$ cat src/design/dmc_pkg.sv
// Contract
// - Format codes: right-justified 24/20/18/16, I2S, left-justified, reserved
// - Format field resets to left-justified code
// - Rolloff bit: zero sharp, one slow
// - Mode zero: half-dB steps down to -63
// - Mode one: one-dB steps down to -100
// - Phase bit one inverts both channel outputs
// - Polarity zero: flag high on zero data
// - Polarity one: flag low on zero data
// - Function zero: separate left and right flags
// - Function one: left unassigned, right common flag
// - De-emphasis rate applies only while enabled
// - Rate codes: 44.1, 48, 32 kHz
// - Word: zero, seven-bit index, eight data bits
package dmc_pkg;

  localparam int WORD_BITS = 16;
  localparam int CNT_BITS  = 5;
  localparam logic [CNT_BITS-1:0] CNT_FULL = 5'h10;
  localparam int ZERO_BIT  = 15;
  localparam int IDX_HI    = 14;
  localparam int IDX_LO    = 8;

  localparam logic [6:0] IDX_DEEMPH = 7'h13;
  localparam logic [6:0] IDX_FORMAT = 7'h14;
  localparam logic [6:0] IDX_ATTEN  = 7'h15;
  localparam logic [6:0] IDX_ZFLAG  = 7'h16;

  localparam int DM_EN_BIT   = 4;
  localparam int DM_RATE_LO  = 5;
  localparam int FMT_LO      = 0;
  localparam int FLT_BIT     = 5;
  localparam int ATTENUATION_STEP_MODE_BIT    = 0;
  localparam int OUTPUT_PHASE_INVERT_BIT    = 0;
  localparam int ZERO_FLAG_POLARITY_BIT    = 1;
  localparam int ZERO_FLAG_PIN_FUNCTION_BIT    = 2;

  localparam logic [2:0] FMT_RJ24  = 3'h0;
  localparam logic [2:0] FMT_RJ20  = 3'h1;
  localparam logic [2:0] FMT_RJ18  = 3'h2;
  localparam logic [2:0] FMT_RJ16  = 3'h3;
  localparam logic [2:0] FMT_I2S   = 3'h4;
  localparam logic [2:0] FMT_LJ    = 3'h5;
  localparam logic [2:0] FMT_RESET = FMT_LJ;

  localparam logic [4:0] BITS_24 = 5'h18;
  localparam logic [4:0] BITS_20 = 5'h14;
  localparam logic [4:0] BITS_18 = 5'h12;
  localparam logic [4:0] BITS_16 = 5'h10;

  localparam logic [1:0] STEP_FINE = 2'h1;
  localparam logic [1:0] STEP_WIDE = 2'h2;
  localparam logic [6:0] FLOOR_FINE = 7'h3f;
  localparam logic [6:0] FLOOR_WIDE = 7'h64;

  localparam logic [1:0] RATE_44K1 = 2'h0;
  localparam logic [1:0] RATE_48K  = 2'h1;
  localparam logic [1:0] RATE_32K  = 2'h2;

  typedef enum logic [1:0] {
    ST_IDLE  = 2'b01,
    ST_SHIFT = 2'b10
  } dmc_state_e;

  typedef struct packed {
    logic [2:0] audioFormatSelect;
    logic       rolloffSelect;
    logic       attenuationStepMode;
    logic       outputPhaseInvert;
    logic       zeroFlagPolarity;
    logic       zeroFlagPinFunction;
    logic       deemphEnable;
    logic [1:0] deemphRateSelect;
  } dmc_cfg_s;

  typedef struct packed {
    logic       rightJustified;
    logic       i2sFormat;
    logic       leftJustified;
    logic       formatReserved;
    logic [4:0] wordBits;
    logic [1:0] stepHalfDb;
    logic [6:0] floorDb;
    logic       deemphActive;
    logic [1:0] deemphRate;
    logic       deemphRateReserved;
  } dmc_dec_s;

endpackage

$ cat src/design/dmc_mode_regs.sv
`timescale 1ns/1ps
`default_nettype none
module dmc_mode_regs (
  input  wire logic              sys_clk,
  input  wire logic              rst_n,
  input  wire logic              ctrlSelectN,
  input  wire logic              ctrlClk,
  input  wire logic              ctrlData,
  input  wire logic              zeroDetectL,
  input  wire logic              zeroDetectR,
  output dmc_pkg::dmc_cfg_s      cfg,
  output dmc_pkg::dmc_dec_s      dec,
  output logic                   leftZeroFlag,
  output logic                   leftZeroFlagOe,
  output logic                   rightZeroFlag
);
  import dmc_pkg::*;

  // Two-stage synchronisers; stage one feeds stage two only
  logic [2:0] syncA_q;
  logic [2:0] syncB_q;
  logic [2:0] syncC_q;
  always_ff @(posedge sys_clk) begin
    if (!rst_n) begin
      syncA_q <= 3'h7;
      syncB_q <= 3'h7;
      syncC_q <= 3'h7;
    end else begin
      syncA_q <= {ctrlSelectN, ctrlClk, ctrlData};
      syncB_q <= syncA_q;
      syncC_q <= syncB_q;
    end
  end

  wire selN      = syncB_q[2];
  wire selRise   = syncB_q[2] & ~syncC_q[2];
  wire clkRise   = syncB_q[1] & ~syncC_q[1];
  wire dataBit   = syncB_q[0];

  dmc_state_e state_q;
  dmc_state_e state_d;
  logic [WORD_BITS-1:0] shift_q;
  logic [CNT_BITS-1:0]  count_q;

  always_comb begin
    state_d = state_q;
    case (state_q)
      ST_IDLE:  if (!selN) state_d = ST_SHIFT;
      ST_SHIFT: if (selRise) state_d = ST_IDLE;
      default:  state_d = ST_IDLE;
    endcase
  end

  // Longer frames are discarded rather than truncated, so a stray clock never writes
  wire countSat  = count_q > CNT_FULL;
  wire doShift   = (state_q == ST_SHIFT) && !selN && clkRise;
  wire wordDone  = (state_q == ST_SHIFT) && selRise && (count_q == CNT_FULL);
  wire wrEn      = wordDone && !shift_q[ZERO_BIT];
  wire [6:0] wrIdx  = shift_q[IDX_HI:IDX_LO];
  wire [7:0] wrData = shift_q[7:0];

  always_ff @(posedge sys_clk) begin
    if (!rst_n) begin
      state_q <= ST_IDLE;
      shift_q <= '0;
      count_q <= '0;
    end else begin
      state_q <= state_d;
      if (state_q == ST_IDLE) begin
        count_q <= '0;
      end else if (doShift) begin
        shift_q <= {shift_q[WORD_BITS-2:0], dataBit};
        if (!countSat) count_q <= count_q + 5'h1;
      end
    end
  end

  // Reserved bits are not stored; the host keeps them zero
  wire wrDeemph = wrEn && (wrIdx == IDX_DEEMPH);
  wire wrFormat = wrEn && (wrIdx == IDX_FORMAT);
  wire wrAtten  = wrEn && (wrIdx == IDX_ATTEN);
  wire wrZflag  = wrEn && (wrIdx == IDX_ZFLAG);

  always_ff @(posedge sys_clk) begin
    if (!rst_n) begin
      cfg <= '0;
      cfg.audioFormatSelect <= FMT_RESET;
    end else begin
      if (wrDeemph) begin
        cfg.deemphEnable     <= wrData[DM_EN_BIT];
        cfg.deemphRateSelect <= wrData[DM_RATE_LO+1:DM_RATE_LO];
      end
      if (wrFormat) begin
        cfg.audioFormatSelect <= wrData[FMT_LO+2:FMT_LO];
        cfg.rolloffSelect     <= wrData[FLT_BIT];
      end
      if (wrAtten) cfg.attenuationStepMode <= wrData[ATTENUATION_STEP_MODE_BIT];
      if (wrZflag) begin
        cfg.outputPhaseInvert   <= wrData[OUTPUT_PHASE_INVERT_BIT];
        cfg.zeroFlagPolarity    <= wrData[ZERO_FLAG_POLARITY_BIT];
        cfg.zeroFlagPinFunction <= wrData[ZERO_FLAG_PIN_FUNCTION_BIT];
      end
    end
  end

  // Decoded view lags the register by one cycle
  dmc_dec_s decNext;
  wire fmtRj = (cfg.audioFormatSelect <= FMT_RJ16);
  always_comb begin
    decNext = '0;
    decNext.rightJustified = fmtRj;
    decNext.i2sFormat      = cfg.audioFormatSelect == FMT_I2S;
    decNext.leftJustified  = cfg.audioFormatSelect == FMT_LJ;
    decNext.formatReserved = cfg.audioFormatSelect > FMT_LJ;
    case (cfg.audioFormatSelect)
      FMT_RJ20: decNext.wordBits = BITS_20;
      FMT_RJ18: decNext.wordBits = BITS_18;
      FMT_RJ16: decNext.wordBits = BITS_16;
      default:  decNext.wordBits = BITS_24;
    endcase
    decNext.stepHalfDb = cfg.attenuationStepMode ? STEP_WIDE : STEP_FINE;
    decNext.floorDb    = cfg.attenuationStepMode ? FLOOR_WIDE : FLOOR_FINE;
    decNext.deemphActive = cfg.deemphEnable;
    decNext.deemphRate   = cfg.deemphEnable ? cfg.deemphRateSelect : RATE_44K1;
    decNext.deemphRateReserved = cfg.deemphEnable && (cfg.deemphRateSelect > RATE_32K);
  end

  wire bothZero   = zeroDetectL & zeroDetectR;
  wire rightLevel = cfg.zeroFlagPinFunction ? bothZero : zeroDetectR;
  wire leftLevel  = zeroDetectL;

  always_ff @(posedge sys_clk) begin
    if (!rst_n) begin
      dec            <= '0;
      leftZeroFlag   <= 1'b0;
      leftZeroFlagOe <= 1'b1;
      rightZeroFlag  <= 1'b0;
    end else begin
      dec            <= decNext;
      leftZeroFlag   <= cfg.zeroFlagPinFunction ? 1'b0 : leftLevel ^ cfg.zeroFlagPolarity;
      leftZeroFlagOe <= !cfg.zeroFlagPinFunction;
      rightZeroFlag  <= rightLevel ^ cfg.zeroFlagPolarity;
    end
  end
endmodule
`default_nettype wire

$ cat config.mk
export PLATFORM = sky130hd
export DESIGN_NAME = dmc_mode_regs
export DESIGN_NICKNAME = d
export VERILOG_FILES = /design/src/design/dmc_pkg.sv /design/src/design/dmc_mode_regs.sv
export SDC_FILE = /design/constraint.sdc
export NUM_CORES = 1
export LEC_CHECK = 0
export BUFFER_PORTS_ARGS = -buffer_cell sky130_fd_sc_hd__clkbuf_2
export CAP_MARGIN = 30
export CORE_MARGIN = 3
export CORE_UTILIZATION = 55
export CTS_BUF_LIST = sky130_fd_sc_hd__clkbuf_8
export CTS_CLUSTER_SIZE = 40
export DETAILED_ROUTE_END_ITERATION = 7
export PLACE_DENSITY = 0.79
export SLEW_MARGIN = 20
export SYNTH_ARGS = -nofsm -noshare
export SYNTH_HDL_FRONTEND = slang
export SYNTH_SLANG_ARGS = --single-unit
$ cat constraint.sdc
create_clock -name sys_clk -period 2.4 [get_ports sys_clk]
set_input_delay 0.48 -clock sys_clk [delete_from_list [all_inputs] [get_ports sys_clk]]
set_output_delay 0.48 -clock sys_clk [all_outputs]
set_load 0.01 [all_outputs]
# Word level (Yosys, flattened, before mapping)

Cells that the tools add are included.

Add/sub/neg operators: 1
$mul: 0
Divide/modulo/power cells: 0
$lt $le $gt $ge: 4
Equality and inequality tests: 14
Shift-type cells: 0
Multiplexer cells: 7
Bitwise gates (word level): 10
Reduce and logical (&&, ||, !) cells: 19

Operator list:

| kind                                                                             | count |
|---|---|
| 7-bit by 5-bit == test with 1-bit output, second input constant                  | 4 |
| 4-bit one-hot mux with 3 select lines                                            | 1 |
| 1-bit logical AND                                                                | 10 |
| 2-bit AND reduction                                                              | 4 |
| 7-bit 2-to-1 mux                                                                 | 1 |
| 3-bit by 2-bit == test with 1-bit output, second input constant                  | 2 |
| 3-bit == test, second input constant                                             | 2 |
| 2-bit 2-to-1 mux                                                                 | 3 |
| 5-bit by 1-bit adder with 5-bit output, second input constant                    | 1 |
| 5-bit == test, second input constant                                             | 1 |
| 5-bit > comparator, second input constant                                        | 1 |
| 1-bit NOT                                                                        | 5 |
| 2-bit inequality test, second input constant                                     | 2 |
| 2-bit one-hot mux with 2 select lines                                            | 1 |
| 2-bit OR reduction                                                               | 2 |
| 1-bit AND                                                                        | 3 |
| 3-bit by 1-bit == test with 1-bit output, second input constant                  | 1 |
| 3-bit > comparator, second input constant                                        | 1 |
| 3-bit by 2-bit less-or-equal comparator with 1-bit output, second input constant | 1 |
| 1-bit logical NOT                                                                | 3 |
| 2-bit by 1-bit == test with 1-bit output, second input constant                  | 1 |
| 2-bit == test, second input constant                                             | 1 |
| 2-bit > comparator, second input constant                                        | 1 |
| 1-bit bitwise XOR                                                                | 2 |
| 1-bit 2-to-1 mux                                                                 | 1 |

Flip-flop bits (word level): 68
Bits in latches: 0
Memory bits (writable): 0
Bits in read-only memories: 0
Output and inout bits: 36
Word-level logic and storage cells: 82
Memories: 0

# Depth between registers and ports, before layout

Gate-level depths: netlist of the first run.

Depth after elaboration: 6
Depth in mapped cells: 7
Mapped depth without buffers: 6

# Worst setup path before layout of the first run

OpenSTA, ideal clock, no wires.

Path kind: register to register
Start point: reg count_q[0]
End point: reg cfg[8] (netlist name)
Arrival: 1386 ps
Required time: 2280 ps
Path slack: 894 ps
Cell stages (with the launch flop): 7
Path buffers: 0
Period minus slack after synthesis: 1506 ps
Cells stage by stage: dfxtp_1 inv_1 ha_1 nor3b_2 and4_4 nand3_2 a211o_1

Longest elaborated chain between the ends: 4

RTL lines:

| what                   | line                | text |
|---|---|---|
| start, declared        | dmc_mode_regs.sv:43 | `logic [CNT_BITS-1:0] count_q;` |
| start signal, assigned | dmc_mode_regs.sv:73 | `if (!countSat) count_q <= count_q + 5'h1;` |
| 5-bit == test          | dmc_mode_regs.sv:57 | `wire wordDone = (state_q == ST_SHIFT) && selRise && (count_q == CNT_FULL);` |
| 1-bit logical AND      | dmc_mode_regs.sv:57 |  |
| 1-bit logical AND      | dmc_mode_regs.sv:58 | `wire wrEn = wordDone && !shift_q[ZERO_BIT];` |
| 1-bit logical AND      | dmc_mode_regs.sv:80 | `wire wrFormat = wrEn && (wrIdx == IDX_FORMAT);` |
| end, declared          | dmc_mode_regs.sv:11 | `output dmc_pkg::dmc_cfg_s cfg,` |

Every way passes these cells.
A chain may end at the register's enable or synchronous reset.

# Worst setup path in the final report of the first run

Ends and elaborated chain as after synthesis.

==> results of run 1 <==
-- report_power, final --
group	switching (µW)	internal, µW	leakage [µW]
clock	362	602	0.000108
sequential	6.65	991	0.000479
combinational	32.5	20.2	0.000562
total	401	1610	0.00115
-- critical path, delay by kind of cell (launching register included) --
| family | cells | cell delay, ns |
|---|---|---|
| flip-flops | 1 | 0.32 |
| adder cells (fa/ha/maj) | 1 | 0.14 |
| AO/OA/AOI/OAI | 1 | 0.30 |
| buffers and inverters | 1 | 0.09 |
| AND/OR/NAND/NOR | 3 | 0.69 |
-- layout by cell type (no fill, tap or decap), types with 2 or more instances in the layout --
cell type	synthesis	final
a21oi_1	9	9
a21oi_2	10	10
and2_1	2	2
and3_1	4	4
and3b_1	3	3
and4_1	2	2
buf_4	10	2
bufinv_16	0	2
clkbuf_2	0	41
clkbuf_8	0	10
clkinv_2	0	2
dfxtp_1	59	59
ha_1	2	2
inv_1	8	8
mux2i_1	9	9
nand2_1	43	43
nand2_2	6	6
nand2b_1	10	10
nand4_1	5	5
nor2_1	13	13
nor3_1	3	3
nor4b_4	2	2
o21ai_0	3	3
xnor2_1	2	2
xor2_1	3	3
-- logic make-up after synthesis --
| family | after synthesis |
|---|---|
| AO/OA/AOI/OAI | 26 |
| XOR/XNOR | 5 |
| adder cells (fa/ha/maj) | 2 |
| buffers and inverters | 29 |
| flip-flops | 59 |
| multiplexers | 9 |
| other | 1 |
| AND/OR/NAND/NOR | 105 |
-- cell usage after synthesis, drive strengths merged --
cell,n,share of area [%]
nand2,49,8.7
dfxtp,59,51
clkbuf,3,0.49
a21oi,19,5.8
nor3,3,0.65
or2b,1,0.33
a211o,1,0.38
o211ai,1,0.33
nor2,13,2.1
and2,3,0.92
o22ai,1,0.27
buf,17,5.8
clkinv,1,0.16
nand4,5,1.4
inv,8,1.3
nand3,2,0.65
ha,2,1.1
and3,4,1.1
and4bb,2,1.1
conb,1,0.16
and3b,3,1.1
nor4b,2,2.1
xnor2,2,0.76
and4,3,1.3
xor2,3,1.1
nand2b,10,2.7
nand4b,1,0.38
o2111ai,1,0.38
and2b,1,0.33
nor3b,1,0.54
and4b,1,0.44
mux2i,9,3.9
or2,1,0.27
o21ai,3,0.65
-- per-layer routing --
metal	track usage, %	up-vias	wire, µm
met5	0	-	0
met4	7.10	0	60
met3	8.81	7	269
met2	29.9	44	1950
met1	20.0	725	1750
li1	-	837	-
-- worst max-delay path by stage --
stage               depth (start not counted)                  end  slack (ns)
floorplan                                   6  cfg[8]$_SDFFE_PN1P_        0.89
global placement                            6  cfg[8]$_SDFFE_PN1P_        0.79
detailed placement                          6  cfg[8]$_SDFFE_PN1P_        0.77
CTS                                         6  cfg[8]$_SDFFE_PN1P_        0.76
global route                                6  cfg[8]$_SDFFE_PN1P_        0.58
finish                                      6  cfg[8]$_SDFFE_PN1P_        0.76
-- state kept, by name, indices dropped and copies added (netlist names) --
name,cells
leftZeroFlag,1
rightZeroFlag,1
cfg,11
shift_q,16
leftZeroFlagOe,1
count_q,5
state_q,2
syncC_q,2
dec,14
syncB_q,3
syncA_q,3
-- layout make-up --
cell class | count | area (µm²) | share of cell area, %
Multi-Input combinational cell | 148 | 940 | 35.5
Sequential cell | 59 | 1180 | 44.6
Clock buffer | 10 | 138 | 5.19
Timing Repair Buffer | 43 | 220 | 8.31
Tap cell | 48 | 60.1 | 2.27
Inverter | 9 | 33.8 | 1.27
Clock inverter | 5 | 77.6 | 2.93
-- metrics by stage --
| step | total power [µW] | util, % |
|---|---|---|
| after floorplan | 1060 | - |
| after global placement | 1070 | 63.2 |
| after detailed placement | 1070 | 63.2 |
| after CTS | 2040 | 68.8 |
| after global routing | 2100 | 68.8 |
| final | 2020 | 68.8 |
==> summary.txt, run 1 <==
Run status
  • Status: completed

Timing
  • Endpoints failing hold: 0
  • Setup TNS: 0 ns
  • Max-slew violations: 0
  • Top achievable clock speed: 609 MHz
  • Hold WS: 0.330 ns
  • Final setup fails: 0
  • Final WS setup: 0.757 ns
  • Min cycle time layout: 1.64 ns
  • Clock skew: 0.00464 ns
  • Fin crit share: 68.5%
  • RSZ-0062 raised after global routing: false

Setup path
  • Setup Crit Path Kind: register to register
  • Critical Path Max Stage Delay: 0.32 ns
  • Worst path arrival time: 1.87 ns
  • Crit-path slowest cell: dfxtp_1
  • Critical R2R Capture: cfg[8]$_SDFFE_PN1P_
  • Reg-to-reg slack, setup: 0.76 ns
  • R2r worst-path depth: 6
  • Crit-path cells: inv_1, ha_1, nor3b_2, and4_4, nand3_2, a211o_1
  • Critical Path End Type: register
  • Crit path max fanout: 5
  • R2R Path Start: count_q[0]$_SDFFE_PP0P_
  • WP data required: 2.62 ns
  • Startpoint class of the critical path: register
  • Crit path launch: count_q[0]$_SDFFE_PP0P_

Clocking
  • Num CTS Buffers: 9
  • Resized cells post-CTS: 0
  • CTS tree: built
  • Clk_lat worst skew: 0.33 ns
  • CTS Sinks: 59
  • CTS Hold Bufs: 0
  • CTS Buffer Depth: 2
  • Clock transition at path regs: 0.06 ns
  • Root Driver: clkbuf_8
  • Htree depth: 3
  • Post-CTS Setup Repair Bufs: 0

Placement
  • Gpl congestion: 0.852
  • DP Cell Count: 307
  • Setup WS pre-CTS: 0.775 ns
  • DP Wirelength: 2.72 mm
  • PortBufs: 41
  • Placed cell area: 0.00243 mm²

Synth
  • Synth Area in Compound Gates: 7.78%
  • Adder-cell share of the synthesized area: 1.09%
  • Multiplexer share of the synthesized area: 3.92%
  • Synth Net Count: 245
  • Synth unique cells: 44
  • Simple logic cell fraction of the synthesized area: 26.0%
  • Largest family of logic cells by synthesized area: simple AND/OR/NAND/NOR gates
  • Yosys reg bits: 59
  • Xor-xnor portion of the synthesized cell area: 1.90%
  • Synthesized area: 0.00230 mm²
  • Mean Syn Cell Area: 9.74 µm²
  • Synth Warn #: 0
  • Seq/Total Area, Yosys: 51.4%
  • Cell count after synthesis: 236

Floorplanning
  • Die width: 70.7 µm
  • Core area: 0.00385 mm²
  • FP Rows: 22
  • DIE HEIGHT: 70.7 µm
  • I/O pin count: 43
  • Initial Utilization: 59.7%
  • Die Area: 0.00499 mm²

Detailed routing
  • WL/cell: 12.5 µm
  • Vias per cell: 5.01
  • # DRC: 0
  • Final WL: 4.04 mm
  • ANT nets after route: 0
  • DR pass1 iterations: 4
  • 1st-iter DRT viols: 90
  • Vias: 1613

Worst hold path
  • Hold EP: syncA_q[2]$_SDFF_PN1_
  • HP Class: input port to register
  • Hold path cells: 2
  • Min-delay src: ctrlSelectN

Finish
  • Layout cells sized above 1: 29.9%
  • P&R area growth vs syn: 15.2%
  • Fin cells: 322
  • Nets: 279
  • Design Area, Final: 0.00265 mm²
  • # diodes: 0
  • Fill cell count: 310

GRT
  • All-Layer GR Usage: 18.1%
  • Initial antenna violation count: 0
  • Largest net degree at the start of global routing: 29
  • Overflow after GRT: 0
  • First-pass GRT wire length: 7.04 mm
  • Vias in the first global route: 1550

Power and ir drop
  • Pleak: 0.00115 µW
  • Worst IR drop on VDD: 0.591 mV
  • Power Density: 760 mW/mm²

Flow run
  • Maxcap violations: 0
Note: power is estimated with default switching activity, not from simulation.
==> inputs of run 2 (changes only) <==
--- a/config.mk
+++ b/config.mk
@@ -8,11 +8,11 @@
 export BUFFER_PORTS_ARGS = -buffer_cell sky130_fd_sc_hd__clkbuf_2
 export CAP_MARGIN = 30
 export CORE_MARGIN = 3
-export CORE_UTILIZATION = 55
+export CORE_UTILIZATION = 51
 export CTS_BUF_LIST = sky130_fd_sc_hd__clkbuf_8
 export CTS_CLUSTER_SIZE = 40
 export DETAILED_ROUTE_END_ITERATION = 7
-export PLACE_DENSITY = 0.79
+export PLACE_DENSITY = 0.77
 export SLEW_MARGIN = 20
 export SYNTH_ARGS = -nofsm -noshare
 export SYNTH_HDL_FRONTEND = slang
==> constraint.sdc (replaced) <==
create_clock -name sys_clk -period 1.5 [get_ports sys_clk]
set_input_delay 0.3 -clock sys_clk [delete_from_list [all_inputs] [get_ports sys_clk]]
set_output_delay 0.3 -clock sys_clk [all_outputs]
set_load 0.01 [all_outputs]
==> run 2 against run 1 <==
  * Global-route usage shrank 0.95 points
  * Utilization shrank 3.6 points
  * Non-clock buffer count grew 10
  * Wire length shrank 0.92%
  * Clock power grew 26%
  * Die area grew 7.2%
  * Worst hold slack lost 0.18 ns
  * Register-to-register slack lost 0.72 ns
  * Worst setup slack lost 0.72 ns
  * Clock skew grew 0.0030 ns
  * Total power grew 44%
  * Via count grew 3.2%
==> summary.txt, run 2 (synthesis results as in run 1) <==
Setup path
  • Critical R2R Capture: cfg[8]$_SDFFE_PN1P_
  • Reg-to-reg slack, setup: 0.03 ns
  • Crit path max fanout: 5
  • Setup Crit Path Kind: register to register
  • Startpoint class of the critical path: register
  • WP data required: 1.72 ns
  • R2r worst-path depth: 6
  • Critical Path End Type: register
  • Worst path arrival time: 1.68 ns
  • R2R Path Start: count_q[0]$_SDFFE_PP0P_

Run status
  • Status: completed

Timing
  • RSZ-0062 raised after global routing: true
  • Hold WS: 0.148 ns
  • Min cycle time layout: 1.47 ns
  • Endpoints failing hold: 0
  • Top achievable clock speed: 683 MHz
  • Fin crit share: 97.7%
  • Clock skew: 0.00768 ns
  • Final setup fails: 0
  • Max-slew violations: 0

Finish
  • Max reg flops: 16
  • Final Util: 65.2%
  • Nets: 289
  • Most frequent cells in the layout: dfxtp_1 (57), nand2_1 (43), clkbuf_2 (41)
  • Largest Register: shift_q
  • # diodes: 0
  • P&R area growth vs syn: 18.2%
  • Layout cells sized above 1: 34.9%
  • Largest regs: shift_q (16), dec (14), cfg (11)
  • Most common cell after layout, fill and taps aside: dfxtp_1

Floorplanning
  • FP Rows: 23
  • DIE HEIGHT: 73.2 µm
  • Core area: 0.00417 mm²
  • Initial Utilization: 55.1%
  • Die width: 73.2 µm
  • Die Area: 0.00535 mm²
  • I/O pin count: 43

Clocking
  • Clock transition at path regs: 0.07 ns
  • CTS Buffer Depth: 2
  • Root Driver: clkbuf_8
  • Clk_lat worst skew: 0.33 ns
  • CTS Sinks: 59
  • Htree depth: 3
  • CTS tree: built
  • Num CTS Buffers: 9

Detailed routing
  • DR WL met3: 246 µm
  • Met2 wire len: 1.85 mm
  • WL/cell: 12.0 µm
  • # DRC: 0
  • Met1 wire length: 1.81 mm
  • Final WL: 4.00 mm
  • DR pass1 iterations: 4
  • 1st-iter DRT viols: 88
  • Vias per cell: 4.98
  • Vias: 1664
  • ANT nets after route: 0
  • Top layer in use: met4

Worst hold path
  • HP Class: input port to register
  • Hold EP: syncA_q[2]$_SDFF_PN1_
  • Hold path cells: 2
  • Min-delay src: ctrlSelectN

Placement
  • Gpl congestion: 0.852
  • DP Wirelength: 2.84 mm
  • PortBufs: 41

GRT
  • Vias in the first global route: 1587
  • All-Layer GR Usage: 17.1%
  • Largest net degree at the start of global routing: 29
  • First-pass GRT wire length: 6.93 mm
  • Initial antenna violation count: 0
  • Overflow after GRT: 0

Power and ir drop
  • Worst IR drop on VDD: 0.503 mV
  • Overall power: 2900 µW
  • Pleak: 0.00118 µW
  • Power Density: 1070 mW/mm²

Flow run
  • Maxcap violations: 0
==> run 2: layout make-up <==
type / instances / area [µm²]
repair buffers: 53 / 299
multi-input cells: 148 / 972
clock buffers: 10 / 138
clock inverters: 5 / 30.0
fillers: 355 / 1450
inverters: 9 / 33.8
well taps: 50 / 62.6
flip-flops and latches: 59 / 1180
==> run 2: how the worst max path moves through the flow <==
stage	start	end	slack [ns]	depth (start not counted)
4_1_cts	count_q[0]$_SDFFE_PP0P_	cfg[8]$_SDFFE_PN1P_	0.02	6
2_1_floorplan	count_q[0]$_SDFFE_PP0P_	cfg[8]$_SDFFE_PN1P_	0.01	6
5_1_grt	count_q[0]$_SDFFE_PP0P_	cfg[8]$_SDFFE_PN1P_	-0.06	6
6_report	count_q[0]$_SDFFE_PP0P_	cfg[8]$_SDFFE_PN1P_	0.03	6
3_5_place_dp	count_q[0]$_SDFFE_PP0P_	cfg[8]$_SDFFE_PN1P_	-0.06	6
3_3_place_gp	count_q[0]$_SDFFE_PP0P_	cfg[8]$_SDFFE_PN1P_	0.01	6
==> run 2: report_power, final <==
group	internal, µW	leakage, µW	switching, µW	total (µW)
sequential	1590	0.000480	10.7	1600
clock	624	0.0000839	590	1210
combinational	35.6	0.000620	51.1	86.7
==> run 2: timing repair <==
action / CTS / global route
pin swaps: 4 / 1
setup buffers: 1 / 0
hold buffers: 0 / 0
endpoints found under the setup margin: 6 / 11
gates resized for setup: 7 / 4
==> run 2: stage by stage <==
| step | setup TNS, ns | setup WS [ns] | cell area (µm²) | std cells |
|---|---|---|---|---|
| finish | 0 | 0.0350 | 2720 | 334 |
| global placement | 0 | 0.0132 | 2510 | 318 |
| detailed placement | -0.158 | -0.0557 | 2510 | 318 |
| global route | -0.376 | -0.0633 | 2720 | 334 |
| floorplan | 0 | 0.0148 | 2310 | 236 |
| CTS | 0 | 0.0174 | 2710 | 334 |
==> run 2: per-layer routing <==
metal  up-vias  global-route usage [%]
met5         -                       0
met4         0                    11.5
met3         8                    4.27
met2        53                    26.9
met1       743                    20.5
li1        860                       -
==> run 2: worst max-delay path, stage by stage, from the launching register on <==
cell and delay [ns]:
dfxtp_2 0.32, inv_2 0.07, ha_4 0.11, nor3b_4 0.22, and4_4 0.30, nand3_4 0.07
a211o_1 0.26
==> inputs of run 3 (changes only) <==
--- a/config.mk
+++ b/config.mk
@@ -13,6 +13,7 @@
 export CTS_CLUSTER_SIZE = 40
 export DETAILED_ROUTE_END_ITERATION = 7
 export PLACE_DENSITY = 0.77
+export RECOVER_POWER = 50
 export SLEW_MARGIN = 20
 export SYNTH_ARGS = -nofsm -noshare
 export SYNTH_HDL_FRONTEND = slang
==> run 3 against run 2 <==
  * Combinational power decreased by 1%
  * Clock power is essentially flat
  * Total power hardly changed
  * Final cell count stayed put
  * Via count did not move
  * Worst setup slack lost 0.00091 ns
  * Worst hold slack barely moved
  * Sequential share of layout area is 0.30 points higher
  * Register-to-register slack barely moved
  * Fmax about the same
  * Wire length is 0.70% higher
  * Global-route usage stayed put
  * Largest cell class unchanged
  * Highest routed layer unchanged
==> summary.txt, run 3 (synthesis results as in run 1) <==
Finish
  • Max reg flops: 16
  • Final Util: 64.7%
  • Reg area: 0.00118 mm²
  • # diodes: 0
  • Nets: 289
  • Layout cells sized above 1: 29.6%
  • Fill cell count: 362
  • Most common cell after layout, fill and taps aside: dfxtp_1
  • P&R area growth vs syn: 17.4%
  • Multi-input logic area: 972 µm²
  • Design Area, Final: 0.00270 mm²
  • Largest regs: shift_q (16), dec (14), cfg (11)
  • Most frequent cells in the layout: dfxtp_1 (57), nand2_1 (43), clkbuf_2 (26)
  • Largest Register: shift_q

Setup path
  • WP data required: 1.72 ns
  • Startpoint class of the critical path: register
  • R2r worst-path depth: 6
  • Crit path launch: count_q[0]$_SDFFE_PP0P_
  • End of the critical path: cfg[8]$_SDFFE_PN1P_
  • Critical Path Max Stage Delay: 0.32 ns
  • Worst path arrival time: 1.68 ns
  • Critical R2R Capture: cfg[8]$_SDFFE_PN1P_
  • Setup Crit Path Kind: register to register
  • Critical Path End Type: register
  • Reg-to-reg slack, setup: 0.03 ns
  • Crit-path slowest cell: dfxtp_2
  • R2R Path Start: count_q[0]$_SDFFE_PP0P_
  • Crit path max fanout: 5
  • Crit-path cells: inv_2, ha_4, nor3b_4, and4_4, nand3_4, a211o_1

GRT
  • Initial antenna violation count: 0
  • All-Layer GR Usage: 17.1%
  • Overflow after GRT: 0
  • Largest net degree at the start of global routing: 29
  • First-pass GRT wire length: 6.93 mm
  • Vias in the first global route: 1587

Floorplanning
  • Core area: 0.00417 mm²
  • Initial Utilization: 55.1%
  • I/O pin count: 43
  • FP Rows: 23
  • Die width: 73.2 µm
  • DIE HEIGHT: 73.2 µm
  • Die Area: 0.00535 mm²

Timing
  • Final setup fails: 0
  • Clock skew: 0.00769 ns
  • RSZ-0062 raised after global routing: true
  • Setup TNS: 0 ns
  • Fin crit share: 97.7%
  • Top achievable clock speed: 682 MHz
  • Endpoints failing hold: 0
  • Min cycle time layout: 1.47 ns
  • Max-slew violations: 0

Clocking
  • Htree depth: 3
  • CTS Buffer Depth: 2
  • CTS Sinks: 59
  • Num CTS Buffers: 9
  • CTS tree: built
  • Clock transition at path regs: 0.07 ns
  • Clk_lat worst skew: 0.33 ns
  • Root Driver: clkbuf_8
  • CTS Hold Bufs: 0

Detailed routing
  • DR pass1 iterations: 4
  • ANT nets after route: 0
  • Vias per cell: 4.98
  • 1st-iter DRT viols: 88
  • WL/cell: 12.1 µm
  • Vias: 1664
  • Final WL: 4.03 mm
  • # DRC: 0

Power and ir drop
  • Worst IR drop on VDD: 0.502 mV
  • Overall power: 2900 µW
  • Pleak: 0.00113 µW
  • Power Density: 1070 mW/mm²

Placement
  • DP Wirelength: 2.84 mm
  • Gpl congestion: 0.852
  • Placed cell area: 0.00251 mm²
  • PortBufs: 41

Run status
  • Status: completed

Flow run
  • Maxcap violations: 0

Worst hold path
  • HP Class: input port to register
## run 3: worst max-delay path: cells and delay by family (launching register included)
kind,cells,cell delay (ns)
and+or+nand+nor,3,0.59
DFF,1,0.32
AOI/OAI and AO/OA,1,0.26
adders and majority gates,1,0.11
buffers and inverters,1,0.07
## run 3: worst min path at each step
stage                                      from                     to  slack (ns)  cells past startpoint
after global routing                ctrlSelectN  syncA_q[2]$_SDFF_PN1_        0.14                      2
final                               ctrlSelectN  syncA_q[2]$_SDFF_PN1_        0.15                      2
after CTS                           ctrlSelectN  syncA_q[2]$_SDFF_PN1_        0.14                      2
after floorplan                           rst_n      dec[9]$_SDFF_PN0_        0.33                      0
after global placement    syncA_q[1]$_SDFF_PN1_  syncB_q[1]$_SDFF_PN1_        0.39                      1
after detailed placement  syncA_q[0]$_SDFF_PN1_  syncB_q[0]$_SDFF_PN1_        0.40                      1
## run 3: through the flow
stage                     hold slack [ns]  setup slack (ns)  instances
after CTS                           0.138            0.0174        334
after detailed placement            0.395           -0.0557        318
after global routing                0.141           -0.0633        334
after floorplan                     0.328            0.0148        236
final                               0.148            0.0341        334
after global placement              0.391            0.0132        318
## run 3: cell type report
| class | count | share of cell area (%) |
|---|---|---|
| clock buffers | 10 | 5.10 |
| clock inverters | 5 | 1.11 |
| inverters | 9 | 1.25 |
| multi-input cells | 148 | 36.0 |
| flip-flops and latches | 59 | 43.8 |
| well taps | 50 | 2.32 |
| repair buffers | 53 | 10.4 |
## run 3: report_power, final
part | internal, µW | switching, µW | leakage [µW]
sequential | 1590 | 10.7 | 0.000480
clock | 624 | 591 | 0.0000839
combinational | 34.2 | 51.3 | 0.000569
total | 2240 | 653 | 0.00113
## run 3: what timing repair did
action | in CTS | in global routing
buffers inserted | 1 | 0
setup endpoints to repair | 6 | 11
gates resized for setup | 7 | 4
pin swaps | 4 | 1
## run 3: per-layer routing
metal,GRT usage (%),vias to the layer above,part of all wire (%)
li1,-,858,-
met1,20.5,745,45
met2,26.9,53,46
met3,4.27,8,6.7
met4,11.5,0,2.3
met5,0,-,0
